**config.mk**
```make
export PLATFORM = sky130hd
export DESIGN_NAME = gpio_wired_or
export DESIGN_NICKNAME = d
export VERILOG_FILES = /design/src/gpio_wired_or.v
export VERILOG_INCLUDE_DIRS = /design/src
export SDC_FILE = /design/constraint.sdc
export NUM_CORES = 1
export LEC_CHECK = 0
export BUFFER_PORTS_ARGS = -buffer_cell sky130_fd_sc_hd__buf_4
export CAP_MARGIN = 20
export CORE_ASPECT_RATIO = 1.4
export CORE_MARGIN = 5
export CORE_UTILIZATION = 51
export DETAILED_ROUTE_END_ITERATION = 8
export GPL_ROUTABILITY_DRIVEN = 0
export PLACE_DENSITY = 0.81
export RECOVER_POWER = 50
export SYNTH_ARGS = -nofsm -noshare
export SYNTH_HDL_FRONTEND = slang
export SYNTH_SLANG_ARGS = --single-unit
```
**constraint.sdc**
```tcl
create_clock -name aclk -period 3.4 [get_ports aclk]
set_input_delay 0.51 -clock aclk [delete_from_list [all_inputs] [get_ports aclk]]
set_output_delay 0.51 -clock aclk [all_outputs]
set_load 0.02 [all_outputs]
```
**src/gpio_wired_or_defs.vh**
```
// Constants for the dual port wired-OR general purpose I/O block
`ifndef GPIO_WIRED_OR_DEFS_VH
`define GPIO_WIRED_OR_DEFS_VH
// Register indices; byte address is four times the index
`define IDX_PORT_A 8'h00
`define IDX_PORT_B 8'h01
`define IDX_PORT_CFG 8'h03
`define IDX_PORT_A_DIR 8'h04
`define IDX_PORT_B_DIR 8'h05
// Configuration register fields
`define CFG_BANK_SEL 0
`define CFG_B_WOI_EN 1
`define CFG_B_PD_EN 2
`define CFG_SLEEP 3
`define CFG_TIMER_SEL 4
`define CFG_WOI_FLAG 5
// Reset values
`define RST_DIR 8'h00
`define RST_CFG 5'h00
// AXI answers
`define RESP_OKAY 2'b00
`define RESP_SLVERR 2'b10
`endif

```
**src/gpio_wired_or.v**
```verilog
// Dual 8-bit GPIO ports with wired-OR interrupt detection, AXI4-Lite slave
//
// The AXI4-Lite register port was left to the implementer.
`timescale 1ns/1ns
// Notes on behaviour
// [RULE1] Sixteen lines as two independent 8-bit bidirectional ports.
// [RULE2] Direction bit one makes a pin output, zero makes it input.
// [RULE3] Reset clears every direction register so all pins are inputs.
// [RULE4] Reset leaves the port A and port B data latches unchanged.
// [RULE5] Data writes always update the output latch, even for inputs.
// [RULE6] Output pins drive the latch value.
// [RULE7] Reading an input bit returns the pin level.
// [RULE8] Reading an output bit returns the latch, not the pin.
// [RULE9] Bank select maps index 0 and 4 to interrupt and pull-down enables.
// [RULE10] Reset clears the bank select so data and direction show.
// [RULE11] Port A interrupt enable bit arms detection on its line.
// [RULE12] Port A pull-down enable bit turns on that line's pull-down.
// [RULE13] Port A interrupt enables act for inputs and outputs alike.
// [RULE14] Configuration bits 1 and 2 are port B group interrupt and pull-down.
// [RULE15] Port B detection covers only pins configured as inputs.
// [RULE16] Configuration bit 4 gives the shared pin to the timer compare output.
// [RULE17] Reset clears configuration bits 0, 1, 2 and 4; sleep bit 3 keeps following the pin.
// [RULE18] Detection sets the flag; enabled ports then raise an interrupt request.
// [RULE19] Writing zero to the flag clears it.
// [RULE20] A status bit shows the controller sleep state.
// [RULE21] Software loads data before setting direction to avoid glitches.
// [RULE22] Writing one to the flag keeps it; sleep bit ignores writes.
`include "gpio_wired_or_defs.vh"

module gpio_wired_or #(
  parameter WIDTH = 8 // [RULE1]
) (
  input wire aclk,
  input wire aresetn,
  input wire [31:0] s_axi_awaddr,
  input wire s_axi_awvalid,
  output wire s_axi_awready,
  input wire [31:0] s_axi_wdata,
  input wire [3:0] s_axi_wstrb,
  input wire s_axi_wvalid,
  output wire s_axi_wready,
  output reg [1:0] s_axi_bresp,
  output reg s_axi_bvalid,
  input wire s_axi_bready,
  input wire [31:0] s_axi_araddr,
  input wire s_axi_arvalid,
  output wire s_axi_arready,
  output reg [31:0] s_axi_rdata,
  output reg [1:0] s_axi_rresp,
  output reg s_axi_rvalid,
  input wire s_axi_rready,
  input wire [WIDTH-1:0] port_a_in,
  output wire [WIDTH-1:0] port_a_out,
  output wire [WIDTH-1:0] port_a_oe_n,
  output wire [WIDTH-1:0] port_a_pulldown,
  input wire [WIDTH-1:0] port_b_in,
  output wire [WIDTH-1:0] port_b_out,
  output wire [WIDTH-1:0] port_b_oe_n,
  output wire [WIDTH-1:0] port_b_pulldown,
  input wire timer_compare_output,
  input wire can_sleep_in,
  output wire wired_or_interrupt_req
);

  // ==========================================================
  // Registers
  reg [WIDTH-1:0] port_a_pin_data_reg;
  reg [WIDTH-1:0] port_b_pin_data_reg;
  reg [WIDTH-1:0] port_a_direction_reg;
  reg [WIDTH-1:0] port_b_direction_reg;
  reg [WIDTH-1:0] port_a_interrupt_enable_reg;
  reg [WIDTH-1:0] port_a_pulldown_enable_reg;
  reg port_a_bank_select_reg;
  reg port_b_group_interrupt_enable_reg;
  reg port_b_pulldown_enable_reg;
  reg timer_pin_select_reg;
  reg wired_or_interrupt_flag_reg;
  reg [WIDTH-1:0] pa_sync1_reg;
  reg [WIDTH-1:0] pa_sync2_reg;
  reg [WIDTH-1:0] pb_sync1_reg;
  reg [WIDTH-1:0] pb_sync2_reg;
  reg sleep_sync1_reg;
  reg sleep_sync2_reg;
  reg [WIDTH-1:0] pa_prev_reg;
  reg [WIDTH-1:0] pb_prev_reg;
  reg [31:0] awaddr_reg;
  reg aw_held_reg;
  reg [31:0] wdata_reg;
  reg [3:0] wstrb_reg;
  reg w_held_reg;

  // ==========================================================
  // Pin synchronisers
  always @(posedge aclk) begin
    pa_sync1_reg <= port_a_in;
    pa_sync2_reg <= pa_sync1_reg;
    pb_sync1_reg <= port_b_in;
    pb_sync2_reg <= pb_sync1_reg;
    sleep_sync1_reg <= can_sleep_in;
    sleep_sync2_reg <= sleep_sync1_reg;
    pa_prev_reg <= pa_sync2_reg;
    pb_prev_reg <= pb_sync2_reg;
  end

  // ==========================================================
  // Pin drive
  // Port B bit 7 handed to the timer when selected
  wire [WIDTH-1:0] pb_timer_mask = timer_pin_select_reg ? {1'b1, {(WIDTH-1){1'b0}}} :
    {WIDTH{1'b0}};
  assign port_a_out = port_a_pin_data_reg; // [RULE6]
  assign port_a_oe_n = ~port_a_direction_reg; // [RULE2]
  assign port_b_out = (port_b_pin_data_reg & ~pb_timer_mask) |
    ({WIDTH{timer_compare_output}} & pb_timer_mask); // [RULE16]
  assign port_b_oe_n = ~(port_b_direction_reg | pb_timer_mask); // [RULE2]
  assign port_a_pulldown = port_a_pulldown_enable_reg; // [RULE12]
  assign port_b_pulldown = {WIDTH{port_b_pulldown_enable_reg}} & ~pb_timer_mask; // [RULE14]

  // Readback mixes pin and latch per direction bit
  wire [WIDTH-1:0] port_a_read = (port_a_direction_reg & port_a_pin_data_reg) |
    (~port_a_direction_reg & pa_sync2_reg); // [RULE7] [RULE8]
  wire [WIDTH-1:0] port_b_read = (port_b_direction_reg & port_b_pin_data_reg) |
    (~port_b_direction_reg & pb_sync2_reg); // [RULE7] [RULE8]

  // ==========================================================
  // Wired-OR detection
  // Wired-OR lines are active low: a falling edge is the event
  wire [WIDTH-1:0] pa_fall = pa_prev_reg & ~pa_sync2_reg;
  wire [WIDTH-1:0] pb_fall = pb_prev_reg & ~pb_sync2_reg;
  wire pa_event = |(pa_fall & port_a_interrupt_enable_reg); // [RULE11] [RULE13]
  wire pb_event = port_b_group_interrupt_enable_reg &
    |(pb_fall & ~port_b_direction_reg & ~pb_timer_mask); // [RULE15] [RULE16]
  wire woi_event = pa_event | pb_event;
  wire any_woi_enabled = (|port_a_interrupt_enable_reg) | port_b_group_interrupt_enable_reg;
  assign wired_or_interrupt_req = wired_or_interrupt_flag_reg & any_woi_enabled; // [RULE18]

  // ==========================================================
  // AXI4-Lite write path
  assign s_axi_awready = ~aw_held_reg & ~s_axi_bvalid;
  assign s_axi_wready = ~w_held_reg & ~s_axi_bvalid;
  wire aw_have = aw_held_reg | (s_axi_awvalid & s_axi_awready);
  wire w_have = w_held_reg | (s_axi_wvalid & s_axi_wready);
  wire [31:0] wr_addr = aw_held_reg ? awaddr_reg : s_axi_awaddr;
  wire [31:0] wr_data = w_held_reg ? wdata_reg : s_axi_wdata;
  wire [3:0] wr_strb = w_held_reg ? wstrb_reg : s_axi_wstrb;
  wire wr_fire = aw_have & w_have & ~s_axi_bvalid;
  wire wr_lane = wr_fire & wr_strb[0];
  wire [7:0] wr_idx = wr_addr[9:2];
  wire wr_hit = (wr_addr[1:0] == 2'b00) && (wr_addr[31:10] == 22'h000000) &&
    ((wr_idx == `IDX_PORT_A) || (wr_idx == `IDX_PORT_B) || (wr_idx == `IDX_PORT_CFG) ||
    (wr_idx == `IDX_PORT_A_DIR) || (wr_idx == `IDX_PORT_B_DIR));
  wire we_a = wr_lane && wr_hit && (wr_idx == `IDX_PORT_A);
  wire we_b = wr_lane && wr_hit && (wr_idx == `IDX_PORT_B);
  wire we_cfg = wr_lane && wr_hit && (wr_idx == `IDX_PORT_CFG);
  wire we_a_dir = wr_lane && wr_hit && (wr_idx == `IDX_PORT_A_DIR);
  wire we_b_dir = wr_lane && wr_hit && (wr_idx == `IDX_PORT_B_DIR);

  always @(posedge aclk) begin
    if (!aresetn) begin
      aw_held_reg <= 1'b0;
      w_held_reg <= 1'b0;
      awaddr_reg <= 32'h00000000;
      wdata_reg <= 32'h00000000;
      wstrb_reg <= 4'h0;
      s_axi_bvalid <= 1'b0;
      s_axi_bresp <= `RESP_OKAY;
    end else begin
      if (s_axi_awvalid && s_axi_awready && !wr_fire) begin
        aw_held_reg <= 1'b1;
        awaddr_reg <= s_axi_awaddr;
      end
      if (s_axi_wvalid && s_axi_wready && !wr_fire) begin
        w_held_reg <= 1'b1;
        wdata_reg <= s_axi_wdata;
        wstrb_reg <= s_axi_wstrb;
      end
      if (wr_fire) begin
        aw_held_reg <= 1'b0;
        w_held_reg <= 1'b0;
        s_axi_bvalid <= 1'b1;
        s_axi_bresp <= wr_hit ? `RESP_OKAY : `RESP_SLVERR;
      end else if (s_axi_bvalid && s_axi_bready) begin
        s_axi_bvalid <= 1'b0;
      end
    end
  end

  // ==========================================================
  // Data latches: no reset term, they keep their contents
  always @(posedge aclk) begin
    if (we_a && !port_a_bank_select_reg) begin
      port_a_pin_data_reg <= wr_data[WIDTH-1:0]; // [RULE4] [RULE5]
    end
    if (we_b) begin
      port_b_pin_data_reg <= wr_data[WIDTH-1:0]; // [RULE4] [RULE5]
    end
  end

  // ==========================================================
  // Control registers
  always @(posedge aclk) begin
    if (!aresetn) begin
      port_a_direction_reg <= `RST_DIR; // [RULE3]
      port_b_direction_reg <= `RST_DIR; // [RULE3]
      port_a_interrupt_enable_reg <= `RST_DIR;
      port_a_pulldown_enable_reg <= `RST_DIR;
      {timer_pin_select_reg, port_b_pulldown_enable_reg,
        port_b_group_interrupt_enable_reg, port_a_bank_select_reg} <= 4'h0; // [RULE10] [RULE17]
      wired_or_interrupt_flag_reg <= 1'b0;
    end else begin
      if (we_a && port_a_bank_select_reg) begin
        port_a_interrupt_enable_reg <= wr_data[WIDTH-1:0]; // [RULE9]
      end
      if (we_a_dir) begin
        if (port_a_bank_select_reg) begin
          port_a_pulldown_enable_reg <= wr_data[WIDTH-1:0]; // [RULE9]
        end else begin
          port_a_direction_reg <= wr_data[WIDTH-1:0]; // [RULE2]
        end
      end
      if (we_b_dir) begin
        port_b_direction_reg <= wr_data[WIDTH-1:0]; // [RULE2]
      end
      if (we_cfg) begin
        port_a_bank_select_reg <= wr_data[`CFG_BANK_SEL];
        port_b_group_interrupt_enable_reg <= wr_data[`CFG_B_WOI_EN]; // [RULE14]
        port_b_pulldown_enable_reg <= wr_data[`CFG_B_PD_EN]; // [RULE14]
        timer_pin_select_reg <= wr_data[`CFG_TIMER_SEL]; // [RULE16]
      end
      // A new event wins over a clearing write
      if (woi_event) begin
        wired_or_interrupt_flag_reg <= 1'b1; // [RULE18]
      end else if (we_cfg && !wr_data[`CFG_WOI_FLAG]) begin
        wired_or_interrupt_flag_reg <= 1'b0; // [RULE19] [RULE22]
      end
    end
  end

  // ==========================================================
  // AXI4-Lite read path
  assign s_axi_arready = ~s_axi_rvalid;
  wire [7:0] rd_idx = s_axi_araddr[9:2];
  wire rd_ok = (s_axi_araddr[1:0] == 2'b00) && (s_axi_araddr[31:10] == 22'h000000);
  reg [7:0] rd_val;
  reg rd_hit;

  always @* begin
    rd_val = 8'h00;
    rd_hit = rd_ok;
    if (rd_idx == `IDX_PORT_A) begin
      rd_val = port_a_bank_select_reg ? port_a_interrupt_enable_reg : port_a_read; // [RULE9]
    end else if (rd_idx == `IDX_PORT_B) begin
      rd_val = port_b_read;
    end else if (rd_idx == `IDX_PORT_CFG) begin
      rd_val = {2'b00, wired_or_interrupt_flag_reg, timer_pin_select_reg,
        sleep_sync2_reg, port_b_pulldown_enable_reg,
        port_b_group_interrupt_enable_reg, port_a_bank_select_reg}; // [RULE20]
    end else if (rd_idx == `IDX_PORT_A_DIR) begin
      rd_val = port_a_bank_select_reg ? port_a_pulldown_enable_reg : port_a_direction_reg;
    end else if (rd_idx == `IDX_PORT_B_DIR) begin
      rd_val = port_b_direction_reg;
    end else begin
      rd_hit = 1'b0;
    end
  end

  always @(posedge aclk) begin
    if (!aresetn) begin
      s_axi_rvalid <= 1'b0;
      s_axi_rdata <= 32'h00000000;
      s_axi_rresp <= `RESP_OKAY;
    end else if (s_axi_arvalid && s_axi_arready) begin
      s_axi_rvalid <= 1'b1;
      s_axi_rdata <= (rd_hit && rd_ok) ? {24'h000000, rd_val} : 32'h00000000;
      s_axi_rresp <= (rd_hit && rd_ok) ? `RESP_OKAY : `RESP_SLVERR;
    end else if (s_axi_rvalid && s_axi_rready) begin
      s_axi_rvalid <= 1'b0;
    end
  end

endmodule // gpio_wired_or

```
# Word-level counts from Yosys, hierarchy flattened
# Cells that the tools add are included.
# W data, S select, Z words.
# totals
ff_bits	184
input_bits	125
out_inout_bits	90
elab_cells	145
# classes
n_eq_ne	8
mux	25
bitwise_logic	41
reduce_logical	42
# op_table
operator	count
$and A8 B8 Y8	12
$mux W8	10
$not A8 Y8	6
$logic_not A22 Y1	2
$eq A8 B3 Y1 const B	4
$mux W32	1
$or A8 B8 Y8	4
$reduce_or A8 Y1	3
$logic_and A1 B1 Y1	20
$eq A8 B1 Y1 const B	2
$eq A8 B2 Y1 const B	2
$logic_not A8 Y1	2
$mux W1	12
$and A1 B1 Y1	9
$not A1 Y1	6
$reduce_bool A2 Y1	3
$logic_not A2 Y1	2
$logic_or A1 B1 Y1	4
$mux W2	2
$or A1 B1 Y1	4
$reduce_and A2 Y1	2
$logic_not A1 Y1	3
$reduce_or A2 Y1	1

# Longest topological paths before layout
# logic_depth
word_depth	12
mapped_depth	8
ltp_nobuf	5

# Worst setup path after synthesis
# Ideal clock, no wire load.
# synth_timing
path_kind	input -> register
start	in s_axi_awaddr[6]
end	reg port_a_pin_data_reg[0] (netlist: port_a_out[0]) (enable)
setup_ns	0.385
arrival_time_ns	2.380
required_ns	3.015
slack_ns	0.635
cell_stages	4
path_buffers	0
path_cell_list	or4_4 o32ai_4 and4b_4 nor3b_1
# synth_between
elab_chain_len	10
elab_cells_between_ends	14
classes_between	eq/ne: 4; mux: 1; reduce/logical: 9
# synth_rtl
element	line	source
start: declaration	gpio_wired_or.v:35	input wire [31:0] s_axi_awaddr,
$mux W32 (*)	gpio_wired_or.v:142	wire [31:0] wr_addr = aw_held_reg ? awaddr_reg : s_axi_awaddr;
$eq A8 B1 Y1 (no line) or $logic_not A8 Y1 (tied branches)	n/a	
$logic_or A1 B1 Y1 (4 in a row)	gpio_wired_or.v:149	((wr_idx == `IDX_PORT_A) || (wr_idx == `IDX_PORT_B) || (wr_idx == `IDX_PORT_CFG) ||
$logic_and A1 B1 Y1	gpio_wired_or.v:148	wire wr_hit = (wr_addr[1:0] == 2'b00) && (wr_addr[31:10] == 22'h000000) &&
$logic_and A1 B1 Y1	gpio_wired_or.v:151	wire we_a = wr_lane && wr_hit && (wr_idx == `IDX_PORT_A);
$logic_and A1 B1 Y1 (*)	gpio_wired_or.v:151	
$logic_and A1 B1 Y1 (*)	gpio_wired_or.v:190	if (we_a && !port_a_bank_select_reg) begin
end signal: assignment	gpio_wired_or.v:191	port_a_pin_data_reg <= wr_data[WIDTH-1:0];
end: declaration	gpio_wired_or.v:67	reg [WIDTH-1:0] port_a_pin_data_reg;
# Mark *: on every way between the ends. The rest lies on a longest branch, timed or not.
# A chain may end at the register's enable or synchronous reset.

# Worst setup path in the final report
# layout_timing
start	reg aw_held_reg
end	reg port_a_pin_data_reg[3] (netlist: port_a_out[3]) (enable)
# layout_between
elab_chain_len	10
elab_cells_between_ends	24
classes_between	eq/ne: 4; mux: 1; bitwise: 7; reduce/logical: 12
# layout_rtl
element	line	source
start: declaration	gpio_wired_or.v:87	reg aw_held_reg;
start signal: assignment	gpio_wired_or.v:159	aw_held_reg <= 1'b0;
start signal: assignment	gpio_wired_or.v:168	aw_held_reg <= 1'b1;
start signal: assignment	gpio_wired_or.v:177	aw_held_reg <= 1'b0;
$not A1 Y1 or $mux W32 (tied branches)	gpio_wired_or.v:138, gpio_wired_or.v:142	
$and A1 B1 Y1, or another cell as far along	gpio_wired_or.v:138	assign s_axi_awready = ~aw_held_reg & ~s_axi_bvalid;
$and A1 B1 Y1 or $logic_or A1 B1 Y1 (tied branches)	gpio_wired_or.v:140, gpio_wired_or.v:149	
$or A1 B1 Y1 or $logic_or A1 B1 Y1 (tied branches)	gpio_wired_or.v:140, gpio_wired_or.v:149	
$and A1 B1 Y1 or $logic_or A1 B1 Y1 (tied branches) (2 in a row)	gpio_wired_or.v:145, gpio_wired_or.v:149	
$and A1 B1 Y1 or $logic_and A1 B1 Y1 (tied branches)	gpio_wired_or.v:146, gpio_wired_or.v:148	
$logic_and A1 B1 Y1	gpio_wired_or.v:151	
$logic_and A1 B1 Y1 (*)	gpio_wired_or.v:151	
$logic_and A1 B1 Y1 (*)	gpio_wired_or.v:190	
# Marks and branches as above.

==> impl_metrics.yaml <==
clock_tree:
  clock_path_buffers: 2
  cts_root_buf: "clkbuf_16"
  cts-htree-levels: 4
  cts.repair.resized: 0
  postCtsSetupRepairBufs: 0
  postCtsHoldBufs: 0
  cts_sinks: 158
  cts_tree: "yes"
  insertion_delay_ps: 420
  numCtsBuffers: 17
  clkTransAtPathRegs_ps: 70
worst_setup_path:
  critPathCaptureType: "flop"
  critPathArrivalTime_ps: 2620
  rrSetupSlack_ps: 900
  worstSetupStartpointType: "flop"
  cp-startpoint: "aw_held_reg$_SDFFE_PP0P_"
  worstPathRequired_ps: 3520
  reg2reg_to: "port_a_out[3]$_DFFE_PP_"
  crit_type: "reg -> reg"
  worstReg2RegStart: "aw_held_reg$_SDFFE_PP0P_"
  rr_worst_depth: 6
  crit_fanout: 8
logic_synthesis:
  avgSynthCellArea_um2: 9.83
  synth_ff_type: "dfxtp_1"
  synthArstFlopShare: 0
  postSynthCellCount: 676
  ys_ff_latch: 158
  ys.warnings.count: 0
  yosysUniqueCellTypes: 58
  netlist_area_um2: 6650
  ys_seq_area_frac: 0.500
  synth_edf_count: 16
sta:
  finalSetupViolations: 0
  max_freq_mhz: 400
  hold_viol: 0
  tightest_slew_ps: 1070
  relSlewSlack: 0.284
  post-route-min-period_ps: 2500
  drv_slew: 0
  rsz0062_at_grt: "no"
  period_share: 0.736
  finClkSkew_ps: 8.72
  tns_ps: 0
place:
  dpl.hpwl_um: 13300
  io_buffers: 161
  dp.cells: 952
  place_area_um2: 7770
final_layout:
  fin_nets: 943
  final_core_utilization: 0.634
  area.growth.synth_to_final_pct: 22.2
  drive_above_1_share: 0.207
  largest_reg_flops: 32
  finalNonFillerCells: 983
  antennaDiodeCount: 0
  final_area_um2: 8120
floorplan:
  dieArea_um2: 15500
  die_x_um: 106
  rows: 49
  die_h_um: 145
  ios: 215
  initial_core_util: 0.519
  core_area_um2: 12800
min_path:
  hold_depth: 1
  hold_path_end: "pb_sync1_reg[3]$_DFF_P_"
  hold_path.class: "in -> reg"
  hp-start: "port_b_in[3]"
flow_run:
  cap_violations: 0
power_and_ir_drop:
  p_total_mw: 4.08
  power.density_nw_per_um2: 503
  peakVddDrop_v: 0.000298
  power_leakage_nw: 3.32
route:
  drc: 0
  dr.first_iter.drc_count: 281
  postRouteAntennaNets: 0
  drt-total-wl_um: 17200
  wl_per_cell_um: 17.5
  vias: 5340
  drtPass1Iterations: 4
  avgViaCountPerCell: 5.43
grt:
  grt_max_degree: 55
  antenna_found_initial: 0
  first_global_vias: 5421
  grt_usage: 0.219
  grt_first_pass_wirelength_um: 26800
  grt.overflow.total: 0
outcome:
  status: "finished clean"
worst max path at each step:
stage / end / slack [ps]
after floorplan: port_a_out[0]$_DFFE_PP_ / 630
after global placement: port_a_direction_reg[7]$_SDFFE_PN0P_ / 690
after detailed placement: port_a_out[4]$_DFFE_PP_ / 610
after CTS: port_a_out[7]$_DFFE_PP_ / 840
after global routing: port_a_out[4]$_DFFE_PP_ / 720
final: port_a_out[3]$_DFFE_PP_ / 900
cell families after synthesis:
| group | after synthesis | synth area share |
|---|---|---|
| AOI/OAI and AO/OA | 110 | 0.126 |
| DFF | 158 | 0.500 |
| buffers and inverters | 95 | 0.0779 |
| and+or+nand+nor | 231 | 0.171 |
| other | 1 | 0.000564 |
| muxes | 81 | 0.125 |
placed cells by master, fill, tap and decap left out, types with 3 or more instances in the layout:
| cell type | count |
|---|---|
| clkbuf_16 | 17 |
| clkinv_4 | 4 |
| nand2b_1 | 4 |
| edfxtp_1 | 16 |
| clkbuf_1 | 49 |
| o2bb2ai_1 | 4 |
| nand3b_1 | 5 |
| nor2_1 | 23 |
| o21a_1 | 3 |
| mux2_2 | 8 |
| a21boi_0 | 34 |
| inv_1 | 25 |
| and3_1 | 3 |
| a32oi_1 | 8 |
| nor4_1 | 15 |
| inv_6 | 3 |
| conb_1 | 26 |
| clkinvlp_4 | 3 |
| a22oi_1 | 6 |
| a21oi_1 | 4 |
| nand2_1 | 136 |
| buf_4 | 102 |
| nor3b_1 | 5 |
| mux2i_1 | 65 |
| nor2b_1 | 14 |
| nor3_1 | 6 |
| nand4_1 | 3 |
| dfxtp_1 | 142 |
| o21ai_0 | 27 |
| mux2_1 | 8 |
| clkbuf_4 | 17 |
| a31oi_1 | 3 |
worst max-delay path: stages, from the launching register on:
cell	delay, ps
dfxtp_1	340
nor4_1	420
nand4_2	270
a2111oi_4	590
nand2_1	140
nor3b_1	230
buf_4	220
layer usage:
metal / vias up / track usage / share of wire
li1: 2579 / - / -
met1: 2468 / 0.227 / 0.37
met2: 240 / 0.399 / 0.51
met3: 53 / 0.0564 / 0.074
met4: 0 / 0.117 / 0.045
met5: - / 0 / 0
stage by stage:
step / hold WS [ps] / setup slack, ps
floorplan: 310 / 635
global placement: 311 / 687
finish: 212 / 898
global route: 193 / 721
detailed placement: 312 / 609
CTS: 175 / 843
power by group:
group          leakage [nW]  internal [mW]  switching, mW
logic                  1.75          0.167          0.220
clock network         0.258          0.941          0.772
registers              1.31           1.95         0.0363
total                  3.32           3.05           1.03
Yosys cell counts (3+ instances only):
cell | n | area (um2)
dfxtp_1 | 142 | 2840
nand2_1 | 136 | 510
mux2i_1 | 65 | 651
buf_4 | 40 | 300
a21boi_0 | 34 | 255
o21ai_0 | 27 | 135
inv_1 | 25 | 93.8
clkbuf_1 | 23 | 86.3
nor2_1 | 23 | 86.3
edfxtp_1 | 16 | 480
mux2_2 | 16 | 180
nor4_1 | 15 | 93.8
nor2b_1 | 14 | 87.6
a32oi_1 | 8 | 70.1
a22oi_1 | 6 | 45.0
nor3_1 | 6 | 30.0
nand3b_1 | 5 | 37.5
nor3b_1 | 5 | 37.5
a21oi_1 | 4 | 20.0
nand2b_1 | 4 | 25.0
o2bb2ai_1 | 4 | 35.0
a31oi_1 | 3 | 18.8
and3_1 | 3 | 18.8
buf_1 | 3 | 11.3
buf_2 | 3 | 15.0
nand4_1 | 3 | 18.8
o21a_1 | 3 | 22.5
final cells by class:
type                       instances  area (um2)
fill                            1040        4690
tap                              153         191
clock inverter                    14         111
clock buffer                      17         425
multi-input combinational        448        2900
timing repair buffer             168        1080
inverter                          25        93.8
sequential                       158        3320
(Power assumes the default switching activity.)
